<file path="src/ep_status_pkg.sv">
package ep_status_pkg;
   // Register offsets (byte addresses) of the endpoint 0 IN status block.
   localparam logic [19:0] OFS_EP0_CONTROL = 20'h3C900;
   localparam logic [19:0] OFS_EP0_EVENTS  = 20'h3C908;
   localparam logic [19:0] OFS_EP0_LENGTH  = 20'h3C910;
   localparam logic [19:0] OFS_EP0_DMA     = 20'h3C914;
   localparam logic [19:0] OFS_EP0_FREE    = 20'h3C918;
   localparam logic [19:0] OFS_EPN_CONTROL = 20'h3C920;
   // Controller-side register offsets.
   localparam logic [3:0]  HOFS_CMD        = 4'h0;
   localparam logic [3:0]  HOFS_ADDR       = 4'h1;
   localparam logic [3:0]  HOFS_WDATA      = 4'h2;
   localparam logic [3:0]  HOFS_RDATA      = 4'h3;
   localparam logic [3:0]  HOFS_STATUS     = 4'h4;
   // Control register field positions.
   localparam int          CTL_ENABLE      = 31;
   localparam int          CTL_DISABLE     = 30;
   localparam int          CTL_SET_NAK     = 27;
   localparam int          CTL_CLR_NAK     = 26;
   localparam int          CTL_STALL       = 21;
   localparam int          CTL_NAK_STS     = 17;
   localparam int          CTL_ACTIVE      = 15;
   // Event flag positions.
   localparam int          EV_NAK          = 13;
   localparam int          EV_BABBLE       = 12;
   localparam int          EV_DROP         = 11;
   localparam int          EV_FIFO_EMPTY   = 7;
   localparam int          EV_NAK_EFF      = 6;
   localparam int          EV_TOKEN_EMPTY  = 4;
   localparam int          EV_TIMEOUT      = 3;
   localparam int          EV_BUS_ERR      = 2;
   localparam int          EV_DISABLED     = 1;
   localparam int          EV_DONE         = 0;
   // Transfer length fields.
   localparam int          LEN_PKT_LO      = 19;
   localparam int          LEN_PKT_HI      = 20;
   localparam int          LEN_SIZE_HI     = 6;
   localparam logic [15:0] FREE_RESET      = 16'h0200;
   localparam logic [15:0] FREE_HALF       = 16'h0100;
   localparam logic [1:0]  MPS_64          = 2'h0;
   localparam logic [13:0] EV_WRITABLE     = 14'h385F;
   localparam logic [31:0] DMA_STEP        = 32'h00000004;
   // Bus transaction kinds carried on the shared interface.
   typedef enum logic [1:0] {
      OP_IDLE  = 2'h0,
      OP_WRITE = 2'h1,
      OP_READ  = 2'h3
   } op_t;
endpackage

</file>
<file path="src/ep_status_if.sv">
`timescale 1ns/1ps
interface ep_status_if (
   input wire logic mclk
);
   import ep_status_pkg::*;
   op_t         op;
   logic [19:0] addr;
   logic [31:0] wdata;
   logic [31:0] rdata;
   logic        rvalid;
   modport device (
      input  op,
      input  addr,
      input  wdata,
      output rdata,
      output rvalid
   );
   modport ctrl (
      output op,
      output addr,
      output wdata,
      input  rdata,
      input  rvalid
   );
endinterface

</file>
<file path="src/ep_status_device.sv">
// The address-and-strobe port was chosen for this implementation.
`timescale 1ns/1ps
// Functional notes
// Endpoint 0 active flag always reads one.
// Two-bit packet size code; zero means 64.
// Software reads summary, then endpoint flags.
// Clearing a flag clears the summary bits.
// NAK flag set on NAK or ISO zero-length.
// Dropped-packet flag never raises an interrupt.
// FIFO-empty flag resets one, level-selectable threshold.
// NAK-effective set once NAK sampled; STALL wins.
// Flag IN token while FIFO empty.
// Flag timeout on last IN token.
// Bus error flag; failing address stays readable.
// Done flag only after both sides finish.
// Hardware sets flags; software writes one clears.
// Packet count decrements per packet read out.
// Transfer size decrements per packet written in.
// Software programs length before enable, reads after.
// DMA pointer word aligned, steps each transaction.
// Stored SETUP data overwritten after three back-to-back.
// Free space in words, resets to 0x0200.
// Enable cleared before done or disabled flags.
module ep_status_device
(
   input  wire logic        mclk,
   input  wire logic        nrst,
   ep_status_if.device      bus,
   input  wire logic        nak_sent,
   input  wire logic        iso_zero_len,
   input  wire logic        iso_out_dropped,
   input  wire logic        babble_seen,
   input  wire logic        half_empty_level,
   input  wire logic        token_in,
   input  wire logic        token_timeout,
   input  wire logic        ahb_beat,
   input  wire logic        ahb_error,
   input  wire logic        pkt_to_fifo,
   input  wire logic [6:0]  pkt_bytes,
   input  wire logic        pkt_from_fifo,
   input  wire logic        setup_rcvd,
   input  wire logic        ahb_side_done,
   input  wire logic [15:0] fifo_free_in,
   output logic             ep_enabled,
   output logic             ep_nak,
   output logic             ep_stall,
   output logic [2:0]       setup_slot,
   output logic             ep_irq,
   output logic             all_ep_summary,
   output logic             core_in_summary
);
   import ep_status_pkg::*;

   logic        enable_ff;
   logic        nak_ff;
   logic        stall_ff;
   logic [1:0]  mps_ff;
   logic [13:0] ev_ff;
   logic [1:0]  pkt_ff;
   logic [6:0]  size_ff;
   logic [31:0] dma_ff;
   logic [15:0] free_ff;
   logic [1:0]  setup_run_ff;
   logic [2:0]  slot_ff;
   logic        disable_req_ff;
   logic [31:0] rdata_ff;
   logic        rvalid_ff;
   logic        irq_ff;

   // Register bus decode.
   wire         wr      = (bus.op == OP_WRITE);
   wire         rd      = (bus.op == OP_READ);
   wire         wr_ctl  = wr && (bus.addr == OFS_EP0_CONTROL);
   wire         wr_ev   = wr && (bus.addr == OFS_EP0_EVENTS);
   wire         wr_len  = wr && (bus.addr == OFS_EP0_LENGTH);
   wire         wr_dma  = wr && (bus.addr == OFS_EP0_DMA);
   // A clear-NAK write withdraws NAK, so it must not re-arm NAK-effective that cycle.
   wire         clr_nak_wr = wr_ctl && bus.wdata[CTL_CLR_NAK];

   // Transfer is finished when both packet count and size are used up and ahb_side_done is high.
   wire         xfer_end = enable_ff && (pkt_ff == 2'h0) && (size_ff == 7'h00)
                           && ahb_side_done;
   wire         user_dis = enable_ff && disable_req_ff;
   wire         fifo_empty = half_empty_level ? (free_ff >= FREE_HALF)
                                              : (free_ff == FREE_RESET);

   // Hardware set events; the set beats a simultaneous write-one clear.
   wire [13:0]  ev_set;
   assign ev_set[EV_NAK]         = nak_sent || iso_zero_len;
   assign ev_set[EV_BABBLE]      = babble_seen;
   assign ev_set[EV_DROP]        = iso_out_dropped;
   assign ev_set[10:8]           = 3'h0;
   assign ev_set[EV_FIFO_EMPTY]  = 1'b0;
   assign ev_set[EV_NAK_EFF]     = nak_ff && !stall_ff && !clr_nak_wr;
   assign ev_set[5]              = 1'b0;
   assign ev_set[EV_TOKEN_EMPTY] = token_in && fifo_empty;
   assign ev_set[EV_TIMEOUT]     = token_timeout;
   assign ev_set[EV_BUS_ERR]     = ahb_error;
   assign ev_set[EV_DISABLED]    = user_dis;
   assign ev_set[EV_DONE]        = xfer_end;

   wire [13:0]  ev_clr = wr_ev ? (bus.wdata[13:0] & EV_WRITABLE) : 14'h0000;
   wire [13:0]  ev_view = {ev_ff[13:8], fifo_empty, ev_ff[6:0]};
   // Drop flag is excluded from the interrupt.
   wire [13:0]  ev_irq_mask = EV_WRITABLE & ~(14'h0001 << EV_DROP);
   wire         nxt_irq = |(ev_view & ev_irq_mask & ~(14'h0001 << EV_FIFO_EMPTY));

   // Read data selection.
   wire [31:0]  rd_sel =
      (bus.addr == OFS_EP0_CONTROL) ? {enable_ff, 13'h0000, nak_ff, 1'b0,
                                       1'b1, 13'h0000, mps_ff} :
      (bus.addr == OFS_EP0_EVENTS)  ? {18'h00000, ev_view} :
      (bus.addr == OFS_EP0_LENGTH)  ? {11'h000, pkt_ff, 12'h000, size_ff} :
      (bus.addr == OFS_EP0_DMA)     ? dma_ff :
      (bus.addr == OFS_EP0_FREE)    ? {16'h0000, free_ff} :
      32'h00000000;

   // Control register: enable, NAK, STALL and packet size code.
   always_ff @(posedge mclk or negedge nrst) begin
      if (!nrst) begin
         enable_ff      <= 1'b0;
         nak_ff         <= 1'b0;
         stall_ff       <= 1'b0;
         mps_ff         <= MPS_64;
         disable_req_ff <= 1'b0;
      end else begin
         if (xfer_end || user_dis) begin
            enable_ff <= 1'b0;
         end else if (wr_ctl && bus.wdata[CTL_ENABLE]) begin
            enable_ff <= 1'b1;
         end
         disable_req_ff <= user_dis ? 1'b0 :
                           (wr_ctl && bus.wdata[CTL_DISABLE] && enable_ff) | disable_req_ff;
         if (wr_ctl && bus.wdata[CTL_SET_NAK]) begin
            nak_ff <= 1'b1;
         end else if (wr_ctl && bus.wdata[CTL_CLR_NAK]) begin
            nak_ff <= 1'b0;
         end
         if (setup_rcvd) begin
            stall_ff <= 1'b0;
         end else if (wr_ctl && bus.wdata[CTL_STALL]) begin
            stall_ff <= 1'b1;
         end
         if (wr_ctl) begin
            mps_ff <= bus.wdata[1:0];
         end
      end
   end

   // Event flags; NAK-effective also drops on a clear-NAK write.
   always_ff @(posedge mclk or negedge nrst) begin
      if (!nrst) begin
         ev_ff <= 14'h0000;
      end else begin
         ev_ff <= (ev_ff & ~ev_clr
                   & ~((wr_ctl && bus.wdata[CTL_CLR_NAK]) ? 14'h0040 : 14'h0000))
                  | ev_set;
      end
   end

   // Transfer length counters; software writes only while disabled.
   always_ff @(posedge mclk or negedge nrst) begin
      if (!nrst) begin
         pkt_ff  <= 2'h0;
         size_ff <= 7'h00;
      end else begin
         if (wr_len && !enable_ff) begin
            pkt_ff  <= bus.wdata[LEN_PKT_HI:LEN_PKT_LO];
            size_ff <= bus.wdata[LEN_SIZE_HI:0];
         end else if (enable_ff) begin
            if (pkt_from_fifo && pkt_ff != 2'h0) begin
               pkt_ff <= pkt_ff - 2'h1;
            end
            if (pkt_to_fifo) begin
               size_ff <= (pkt_bytes >= size_ff) ? 7'h00 : size_ff - pkt_bytes;
            end
         end
      end
   end

   // DMA pointer, free space and SETUP slot tracking.
   always_ff @(posedge mclk or negedge nrst) begin
      if (!nrst) begin
         dma_ff       <= 32'h00000000;
         free_ff      <= FREE_RESET;
         setup_run_ff <= 2'h0;
         slot_ff      <= 3'h0;
      end else begin
         if (wr_dma) begin
            dma_ff <= {bus.wdata[31:2], 2'h0};
         end else if (ahb_beat && !ahb_error) begin
            dma_ff <= dma_ff + DMA_STEP;
         end
         free_ff <= fifo_free_in;
         if (setup_rcvd) begin
            setup_run_ff <= (setup_run_ff == 2'h2) ? 2'h0 : setup_run_ff + 2'h1;
            slot_ff      <= {1'b0, setup_run_ff};
         end else if (pkt_to_fifo || pkt_from_fifo) begin
            setup_run_ff <= 2'h0;
         end
      end
   end

   // Bus answer and outputs.
   always_ff @(posedge mclk or negedge nrst) begin
      if (!nrst) begin
         rdata_ff  <= 32'h00000000;
         rvalid_ff <= 1'b0;
         irq_ff    <= 1'b0;
      end else begin
         rdata_ff  <= rd ? rd_sel : 32'h00000000;
         rvalid_ff <= rd;
         irq_ff    <= nxt_irq;
      end
   end

   assign bus.rdata       = rdata_ff;
   assign bus.rvalid      = rvalid_ff;
   assign ep_enabled      = enable_ff;
   assign ep_nak          = nak_ff;
   assign ep_stall        = stall_ff;
   assign setup_slot      = slot_ff;
   assign ep_irq          = irq_ff;
   assign all_ep_summary  = irq_ff;
   assign core_in_summary = irq_ff;
endmodule

</file>
<file path="src/flat_wrapper.sv">
// flat-port wrapper written by rule: the top's interface ports become plain ports
module ep_status_device_flat import ep_status_pkg::*;
  (mclk, nrst, nak_sent, iso_zero_len, iso_out_dropped, babble_seen, half_empty_level, token_in, token_timeout, ahb_beat, ahb_error, pkt_to_fifo, pkt_bytes, pkt_from_fifo, setup_rcvd, ahb_side_done, fifo_free_in, ep_enabled, ep_nak, ep_stall, setup_slot, ep_irq, all_ep_summary, core_in_summary, bus_op, bus_addr, bus_wdata, bus_rdata, bus_rvalid);
  ep_status_if bus_i (.mclk(mclk));
  input  wire logic mclk;
  input  wire logic nrst;
  input  wire logic nak_sent;
  input  wire logic iso_zero_len;
  input  wire logic iso_out_dropped;
  input  wire logic babble_seen;
  input  wire logic half_empty_level;
  input  wire logic token_in;
  input  wire logic token_timeout;
  input  wire logic ahb_beat;
  input  wire logic ahb_error;
  input  wire logic pkt_to_fifo;
  input  wire logic [6:0] pkt_bytes;
  input  wire logic pkt_from_fifo;
  input  wire logic setup_rcvd;
  input  wire logic ahb_side_done;
  input  wire logic [15:0] fifo_free_in;
  output logic ep_enabled;
  output logic ep_nak;
  output logic ep_stall;
  output logic [2:0] setup_slot;
  output logic ep_irq;
  output logic all_ep_summary;
  output logic core_in_summary;
  input wire logic [$bits(bus_i.op)-1:0] bus_op;
  input wire logic [$bits(bus_i.addr)-1:0] bus_addr;
  input wire logic [$bits(bus_i.wdata)-1:0] bus_wdata;
  output wire logic [$bits(bus_i.rdata)-1:0] bus_rdata;
  output wire logic [$bits(bus_i.rvalid)-1:0] bus_rvalid;
  assign bus_i.op = bus_op;
  assign bus_i.addr = bus_addr;
  assign bus_i.wdata = bus_wdata;
  assign bus_rdata = bus_i.rdata;
  assign bus_rvalid = bus_i.rvalid;
  ep_status_device u_core (.mclk(mclk), .nrst(nrst), .bus(bus_i), .nak_sent(nak_sent), .iso_zero_len(iso_zero_len), .iso_out_dropped(iso_out_dropped), .babble_seen(babble_seen), .half_empty_level(half_empty_level), .token_in(token_in), .token_timeout(token_timeout), .ahb_beat(ahb_beat), .ahb_error(ahb_error), .pkt_to_fifo(pkt_to_fifo), .pkt_bytes(pkt_bytes), .pkt_from_fifo(pkt_from_fifo), .setup_rcvd(setup_rcvd), .ahb_side_done(ahb_side_done), .fifo_free_in(fifo_free_in), .ep_enabled(ep_enabled), .ep_nak(ep_nak), .ep_stall(ep_stall), .setup_slot(setup_slot), .ep_irq(ep_irq), .all_ep_summary(all_ep_summary), .core_in_summary(core_in_summary));
endmodule
</file>
<file path="config.mk">
export PLATFORM = sky130hd
export DESIGN_NAME = ep_status_device_flat
export DESIGN_NICKNAME = d
export VERILOG_FILES = /design/src/ep_status_pkg.sv /design/src/ep_status_if.sv /design/src/ep_status_device.sv /design/src/flat_wrapper.sv
export SDC_FILE = /design/constraint.sdc
export NUM_CORES = 1
export LEC_CHECK = 0
export ABC_AREA = 1
export BUFFER_PORTS_ARGS = -buffer_cell sky130_fd_sc_hd__buf_4
export CAP_MARGIN = 20
export CORE_UTILIZATION = 30
export DETAILED_ROUTE_END_ITERATION = 6
export GPL_ROUTABILITY_DRIVEN = 0
export PLACE_DENSITY = 0.51
export SETUP_SLACK_MARGIN = 0.02
export SLEW_MARGIN = 20
export SYNTH_ARGS = -nofsm -noshare
export SYNTH_HDL_FRONTEND = slang
export SYNTH_SLANG_ARGS = --single-unit
export TNS_END_PERCENT = 10
</file>
<file path="constraint.sdc">
create_clock -name mclk -period 1.66 [get_ports mclk]
set_input_delay 0.166 -clock mclk [delete_from_list [all_inputs] [get_ports mclk]]
set_output_delay 0.166 -clock mclk [all_outputs]
set_load 0.01 [all_outputs]
</file>
==> metrics.md, run 1 <==
| Metric | Value |
|---|---|
| Initial antenna violation count | 0 |
| Peak VDD IR | 488 uV |
| Final Max Tran Viols | 0 |
| Reg2reg setup slack | 40 ps |
| Max Fclk | 617 MHz |
| Die H | around 140 um |
| First-pass GRT wire length | 32.1 mm |
| WHS Path Cells | 3 |
| Crit path DAT | 1920 ps |
| CTS tree | yes |
| Remaining DRCs | 0 |
| DP Worst Slack | -73.5 ps |
| Worst-case reg-to-reg path depth | 9 |
| Max Cap Viol | 0 |
| Hold EP | u_core.ev_ff[12] |
| CTS clk-pin slew, worst paths | approximately 80 ps |
| Critical Path RT | 1960 ps |
| Hold Path Class | in -> reg |
| Largest net degree at the start of global routing | 63 |
| Final Skew | about 6.5 ps |
| Final setup slack of the worst path | 39.8 ps |
| Post-Synthesis Cells | 825 |
| Core Box Area | 19,500 sq um |
| 1st-iter DRT viols | between 300 and 400 |
| P_leak | around 4.4 nW |
| Cts bufs inserted | 9 |
| Cell Rows | a little over 50 |
| All-Layer GR Usage | about a fifth |
| Initial Util | 30.8% |
| Unrepaired setup endpoints after global routing | true |
| Vias/cell | roughly 4.6 |
| PwrDens | 672 nW/um^2 |
| Syn avg cell area | between 7 and 8 sq um |
| Clock root cell | clkbuf_16 |
| Num ports | 134 |
| Synth cell types | 38 |
| Syn Nets | 927 |
| CP Capture Type | flop |
| Longest Clk Path Bufs | 2 |
| Via count | between 6k and 7k |
| Crit Path Class | reg -> reg |
| Status | completed |
| Layout cells sized above 1 | 27.5% |
| Fin crit share | between 90 and 100% |
| DR pass1 iterations | 7 |
| Reg-to-reg critical path endpoint | u_core.size_ff[3] |
| #FFs+latches synth | 108 |
| Final #Nets | 1,162 |
| Crit-path max FO | 7 |
| Fin util | roughly 44% |
| Final Cell Area | roughly 8600 sq um |
| Placed cell area | 7930 sq um |
| Startpoint Class | flop |
| Post-detail-place hpwl | around 16 mm |
| Post-synthesis sequential area ratio | 45.0% |
| Buffers on Ports | 132 |
| Hold path startpoint | babble_seen |
| CTS Sinks | 108 |
| # H-tree levels | 3 |
| Fin. Hold Viols | 0 |
| Reg2reg start | u_core.size_ff[1] |
| Syn Std Cell Area | between 6000 and 7000 sq um |
| # diodes | 0 |
| Final setup fails | 0 |
| Area delta synth->final | 42.4% |
| Min cycle time layout | 1620 ps |
| Number of global-route vias before repair | ~5.9k |
| WL/cell | approximately 15 um |
| Synth warn | 0 |
| Die Wd | between 100 and 150 um |
| Die area | 20,600 sq um |
| Final ANT Viol Nets | 0 |
| Clk_lat worst skew | 360 ps |
| Gr ovfl total | 0 |
| Wirelength, routed | 20.2 mm |
## worst max-delay path, cell delays in order, from the launching register on
cell and delay, ps:
dfrtp_1 430, ha_4 290, nand2_2 40, o21ai_2 150, nand2_1 80, nand2_2 70, nand2_2 70, a21oi_4 240
nand2_1 80, nand3_1 100
## cell usage in the layout, fill, tap and decap left out, drive strengths merged
master,Yosys,layout
a21o,2,2
a21oi,16,16
a31oi,1,1
and3,2,2
buf,12,222
clkbuf,6,10
clkinv,0,4
conb,1,1
dfrtp,107,107
dfstp,1,1
dlygate4sd3,0,20
fa,1,1
ha,9,9
inv,102,104
nand2,265,265
nand3,104,104
nand3b,1,1
nand4,18,18
nor2,91,91
nor3,25,25
nor4,3,3
o211ai,5,5
o21ai,28,28
o21bai,1,1
o22ai,1,1
o31ai,1,1
or2,1,1
xnor2,4,4
xor2,17,17
## sequential cells by signal (all words and copies together), names as in the netlist
name	count
u_core.bus.rdata	32
u_core.ev_ff	9
u_core.setup_run_ff	2
u_core.all_ep_summary	1
u_core.pkt_ff	2
u_core.bus.rvalid	1
u_core.ep_enabled	1
u_core.ep_stall	1
u_core.free_ff	16
u_core.dma_ff	30
u_core.disable_req_ff	1
u_core.mps_ff	2
u_core.ep_nak	1
u_core.size_ff	7
u_core.setup_slot	2
## through the flow
| stage | TNS [ps] | total power [mW] | std cells | hold WS, ps |
|---|---|---|---|---|
| floorplan | 0 | 3.12 | 825 | -130 |
| global placement | -694 | 3.64 | 1291 | 188 |
| detailed placement | -453 | 3.64 | 1291 | 189 |
| CTS | 0 | 5.78 | 1328 | 0.424 |
| global route | -482 | 6.02 | 1330 | 1.76 |
| finish | 0 | 5.75 | 1330 | 18.2 |
## cell families after synthesis
group | count (synthesis) | synth area share, %
compound gates | 55 | 5.00
xor+xnor | 21 | 3.06
fa+ha+maj | 10 | 2.21
buf+inv | 120 | 8.04
flops | 108 | 45.0
other cells | 1 | 0.0624
simple gates | 510 | 36.6
## synthesized netlist by cell type
library cell | number | area share [%]
a21o_1 | 2 | 0.25
a31oi_1 | 1 | 0.10
dfstp_2 | 1 | 0.44
nor2_4 | 1 | 0.19
clkbuf_1 | 6 | 0.37
buf_1 | 1 | 0.062
inv_2 | 12 | 0.75
nor4_1 | 3 | 0.31
nand4_1 | 18 | 1.9
o21ai_0 | 12 | 1.0
buf_4 | 5 | 0.62
buf_6 | 1 | 0.19
o22ai_1 | 1 | 0.10
nand3_1 | 103 | 8.6
xor2_1 | 17 | 2.5
dfrtp_1 | 107 | 45
nand3_2 | 1 | 0.17
nor3_1 | 25 | 2.1
nand2_2 | 1 | 0.10
nor2_1 | 83 | 5.2
o21bai_1 | 1 | 0.12
xnor2_1 | 4 | 0.58
nor2_2 | 6 | 0.62
nand2_4 | 2 | 0.37
and3_1 | 2 | 0.21
ha_1 | 9 | 1.9
fa_1 | 1 | 0.33
conb_1 | 1 | 0.062
o21ai_1 | 16 | 1.3
or2_2 | 1 | 0.10
a21oi_1 | 16 | 1.3
nand3b_1 | 1 | 0.12
buf_2 | 5 | 0.42
nand2_1 | 262 | 16
inv_1 | 90 | 5.6
nor2_8 | 1 | 0.33
o31ai_1 | 1 | 0.12
o211ai_1 | 5 | 0.62
## layout make-up
type                    count  area, sq um
fillers                  2074        11000
multi-input cells         597         2960
flip-flops and latches    108         2710
repair buffers            242         1900
inverters                 102          383
well taps                 265          332
clock buffers              10          239
clock inverters             6         37.5
## report_power, final
part	internal (mW)	switching, mW
combinational	0.402	0.454
clock	1.06	1.03
sequential	2.72	0.0794
## timing repair
item / in CTS / in global routing
hold buffers: 20 / 0
buffers inserted: 1 / 2
resized for setup: 9 / 24
pin swaps: 1 / 19
hold endpoints to repair: 126 / 0
setup endpoints to repair: 15 / 26
## layer usage
layer,vias up,share of wire (%),GRT usage (%)
li1,3093,-,-
met4,0,1.0,4.59
met5,-,0,0
met2,161,44,32.3
met1,2874,50,30.1
met3,15,4.6,3.07
## worst max path at each step
stage,from,endpoint,slack [ps],cells after the start
after floorplan,u_core.size_ff[0],u_core.size_ff[4],60,8
after global placement,u_core.size_ff[2],u_core.size_ff[5],-100,9
after detailed placement,u_core.dma_ff[3],u_core.dma_ff[22],-70,10
after CTS,u_core.size_ff[0],u_core.size_ff[6],20,9
after global routing,u_core.dma_ff[3],u_core.dma_ff[8],-50,10
final,u_core.size_ff[1],u_core.size_ff[3],40,9
No activity file was read; power rests on OpenSTA's default activity.
==> run 2: changes to the inputs <==
==> constraint.sdc (replaced) <==
create_clock -name mclk -period 1.66 [get_ports mclk]
set_input_delay 0 -clock mclk [delete_from_list [all_inputs] [get_ports mclk]]
set_output_delay 0 -clock mclk [all_outputs]
set_load 0.01 [all_outputs]
==> run 2 against run 1 <==
Count of clock-buffer cells in the layout unchanged. Combinational power up 7.5%. Register-to-register slack about the same. Sequential power about the same. Largest power group unchanged. Worst hold slack better by 17 ps. Via count up 2.9%. Critical path type unchanged.
==> metrics.md, run 2 (same netlist as run 1, synthesis figures left out) <==
| Metric | Value |
|---|---|
| Die Wd | 144 um (unchanged) |
| Most common cell after layout, fill and taps aside | nand2_1 |
| Delay-heaviest family, CP | flip-flops |
| Crit Path Class | reg -> reg |
| Initial Util | 30.8% (unchanged) |
| Die area | 20,600 sq um (unchanged) |
| Sw Share | 27.0% (-0.27 points) |
| Placed Cells incl. Taps | 1,269 (-1.7%) |
| Final #Nets | 1,184 (+1.9%) |
| Clk_lat worst skew | 360 ps (about the same) |
| Crit path DAT | 1930 ps (about the same) |
| # H-tree levels | 3 (unchanged) |
| Cell with the most instances on the worst path | nand2_1 |
| Cell Rows | 51 (unchanged) |
| Worst-case reg-to-reg path depth | 10 (+1) |
| Worst path depth | 10 (+1) |
| CP max-delay cell | dfrtp_1 |
| Pint | 4.24 mW (+1.3%) |
| Final Max Tran Viols | 0 (unchanged) |
| DP Worst Slack | -27.5 ps (+46.0 ps) |
| Post-detail-place hpwl | 15.8 mm (-0.38%) |
| Core Box Area | 19,500 sq um (unchanged) |
| Setup TNS Final | 0 ps (unchanged) |
| Min cycle time layout | 1630 ps (+4.86 ps) |
| Final Cell Area | 8830 sq um (+3.2%) |
| Sequential share of power | 48.1% (-0.6 points) |
| Area delta synth->final | 47.0% |
| Die H | 144 um (unchanged) |
| Clock Power Share | 36.0% (-0.4 points) |
| Comb pwr share | 15.9% (+1.0 points) |
| Remaining DRCs | 0 (unchanged) |
| CTS clk-pin slew, worst paths | 70 ps (about the same) |
| Vias/cell | 4.68 (+1.2%) |
| Worst path cell trace | ha_4 > nand2_1 > o21ai_2 > nand2_1 > nand2_1 > nand2_1 > a21oi_2 > buf_4 > nand2_1 > nand3_1 |
| Gr ovfl total | 0 (unchanged) |
| Final setup fails | 0 (unchanged) |
| Startpoint Class | flop |
| Cts bufs inserted | 9 (unchanged) |
| Status | completed |
| All-Layer GR Usage | 20.9% (+0.20 points) |
| 1st-iter DRT viols | 414 (+13%) |
| Initial antenna violation count | 0 (unchanged) |
| Hold Path Class | in -> reg |
| Max Fclk | 615 MHz (-0.30%) |
| Peak VDD IR | 558 uV (+14%) |
| Final ANT Viol Nets | 0 (unchanged) |
| Reg2reg setup slack | 30 ps (about the same) |
| # diodes | 0 (unchanged) |
| WHS Path Cells | 4 (+1) |
| CP Buf/Inv Count | 1 (+1) |
| First-pass GRT wire length | 32.4 mm (+0.86%) |
| CTS Sinks | 108 (unchanged) |
| Number of global-route vias before repair | 6,044 (+2.4%) |
| P_leak | 4.46 nW (+1.5%) |
| Crit-path max cell delay | 440 ps (about the same) |
| Placed cell area | 7760 sq um (-2.1%) |
| Unrepaired setup endpoints after global routing | true |
| CTS tree | yes |
| DR pass1 iterations | 5 (-2) |
| Clock root cell | clkbuf_16 |
| Layout cells sized above 1 | 24.7% (-2.9 points) |
| PwrDens | 657 nW/um^2 (-2.2%) |
| Final Skew | 10.9 ps (+4.47 ps) |
| CP Capture Type | flop |
| Max reg flops | 32 (unchanged) |
| Crit-path max FO | 3 (-4) |
| Num ports | 134 (unchanged) |
| Max Cap Viol | 0 (unchanged) |
| Critical Path RT | 1960 ps (about the same) |
| Final setup slack of the worst path | 34.9 ps (-4.86 ps) |
| Wirelength, routed | 20.5 mm (+1.3%) |
| Largest net degree at the start of global routing | 44 (-30%) |
| Net Sw Power | 1.56 mW (-0.12%) |
| Final Total Pwr | 5.80 mW (+0.89%) |
| Via count | 6,321 (+2.9%) |
| Buffers on Ports | 132 (unchanged) |
| WL/cell | 15.1 um (-0.30%) |
| Final Instance Count excl. Fillers | 1,352 (+1.7%) |
| Number of fill cells in the layout | 2,029 (-2.2%) |
| Fin crit share | 97.9% (+0.29 points) |
| Longest Clk Path Bufs | 2 (unchanged) |
| Fin. Hold Viols | 0 (unchanged) |
| Most frequent cells in the layout | 259 x nand2_1, 193 x buf_4, 102 x nand3_1, 102 x dfrtp_1, 90 x inv_1 |
-- run 2: layer usage --
| layer | part of all wire, % | global-route usage, % | vias up | routed length (um) |
|---|---|---|---|---|
| met1 | 49 | 30.0 | 2978 | 9970 |
| met2 | 46 | 33.1 | 180 | 9320 |
| met4 | 1.2 | 5.04 | 0 | 241 |
| met5 | 0 | 0 | - | 0 |
| met3 | 4.6 | 2.63 | 13 | 937 |
| li1 | - | - | 3150 | - |
-- run 2: tightest hold or removal path, stage by stage --
cell and delay (ps):
buf_4 80, o21bai_1 110, nand3_1 90, nand2_1 80
-- run 2: power groups by stage --
stage               combinational, mW  clock [mW]  sequential, mW
detailed placement              0.784           0            2.84
global placement                0.781           0            2.84
CTS                             0.909        2.15            2.79
global route                     1.02        2.26            2.80
finish                          0.920        2.09            2.79
floorplan                       0.276           0            2.84
-- run 2: layout make-up --
type	instances	area (sq um)	area share, %
flip-flops and latches	108	2710	30.7
clock buffers	10	239	2.71
multi-input cells	597	2940	33.3
well taps	265	332	3.75
inverters	102	383	4.34
clock inverters	6	37.5	0.425
repair buffers	264	2190	24.8
-- run 2: stage by stage --
stage,hold slack [ps],utilization [%]
floorplan,-296,-
global placement,-31.0,39.7
detailed placement,-31.1,39.7
CTS,20.9,44.8
global route,71.0,45.2
finish,35.6,45.2
-- run 2: what timing repair did --
action,CTS,global route
hold buffers,67,0
pin swaps,3,3
gates resized for setup,6,27
endpoints found under the hold margin,183,0
setup buffers,0,0
endpoints found under the setup margin,8,35
-- run 2: path summary, 6_finish.rpt --
kind,endpoint,startpoint
setup / recovery,u_core.size_ff[2],u_core.size_ff[1]
hold / removal,u_core.ev_ff[4],half_empty_level
setup reg to reg,u_core.size_ff[2],u_core.size_ff[1]
hold reg to reg,u_core.setup_slot[1],u_core.setup_slot[1]
max in group asynchronous,u_core.free_ff[9],nrst
min in group asynchronous,u_core.bus.rdata[24],nrst
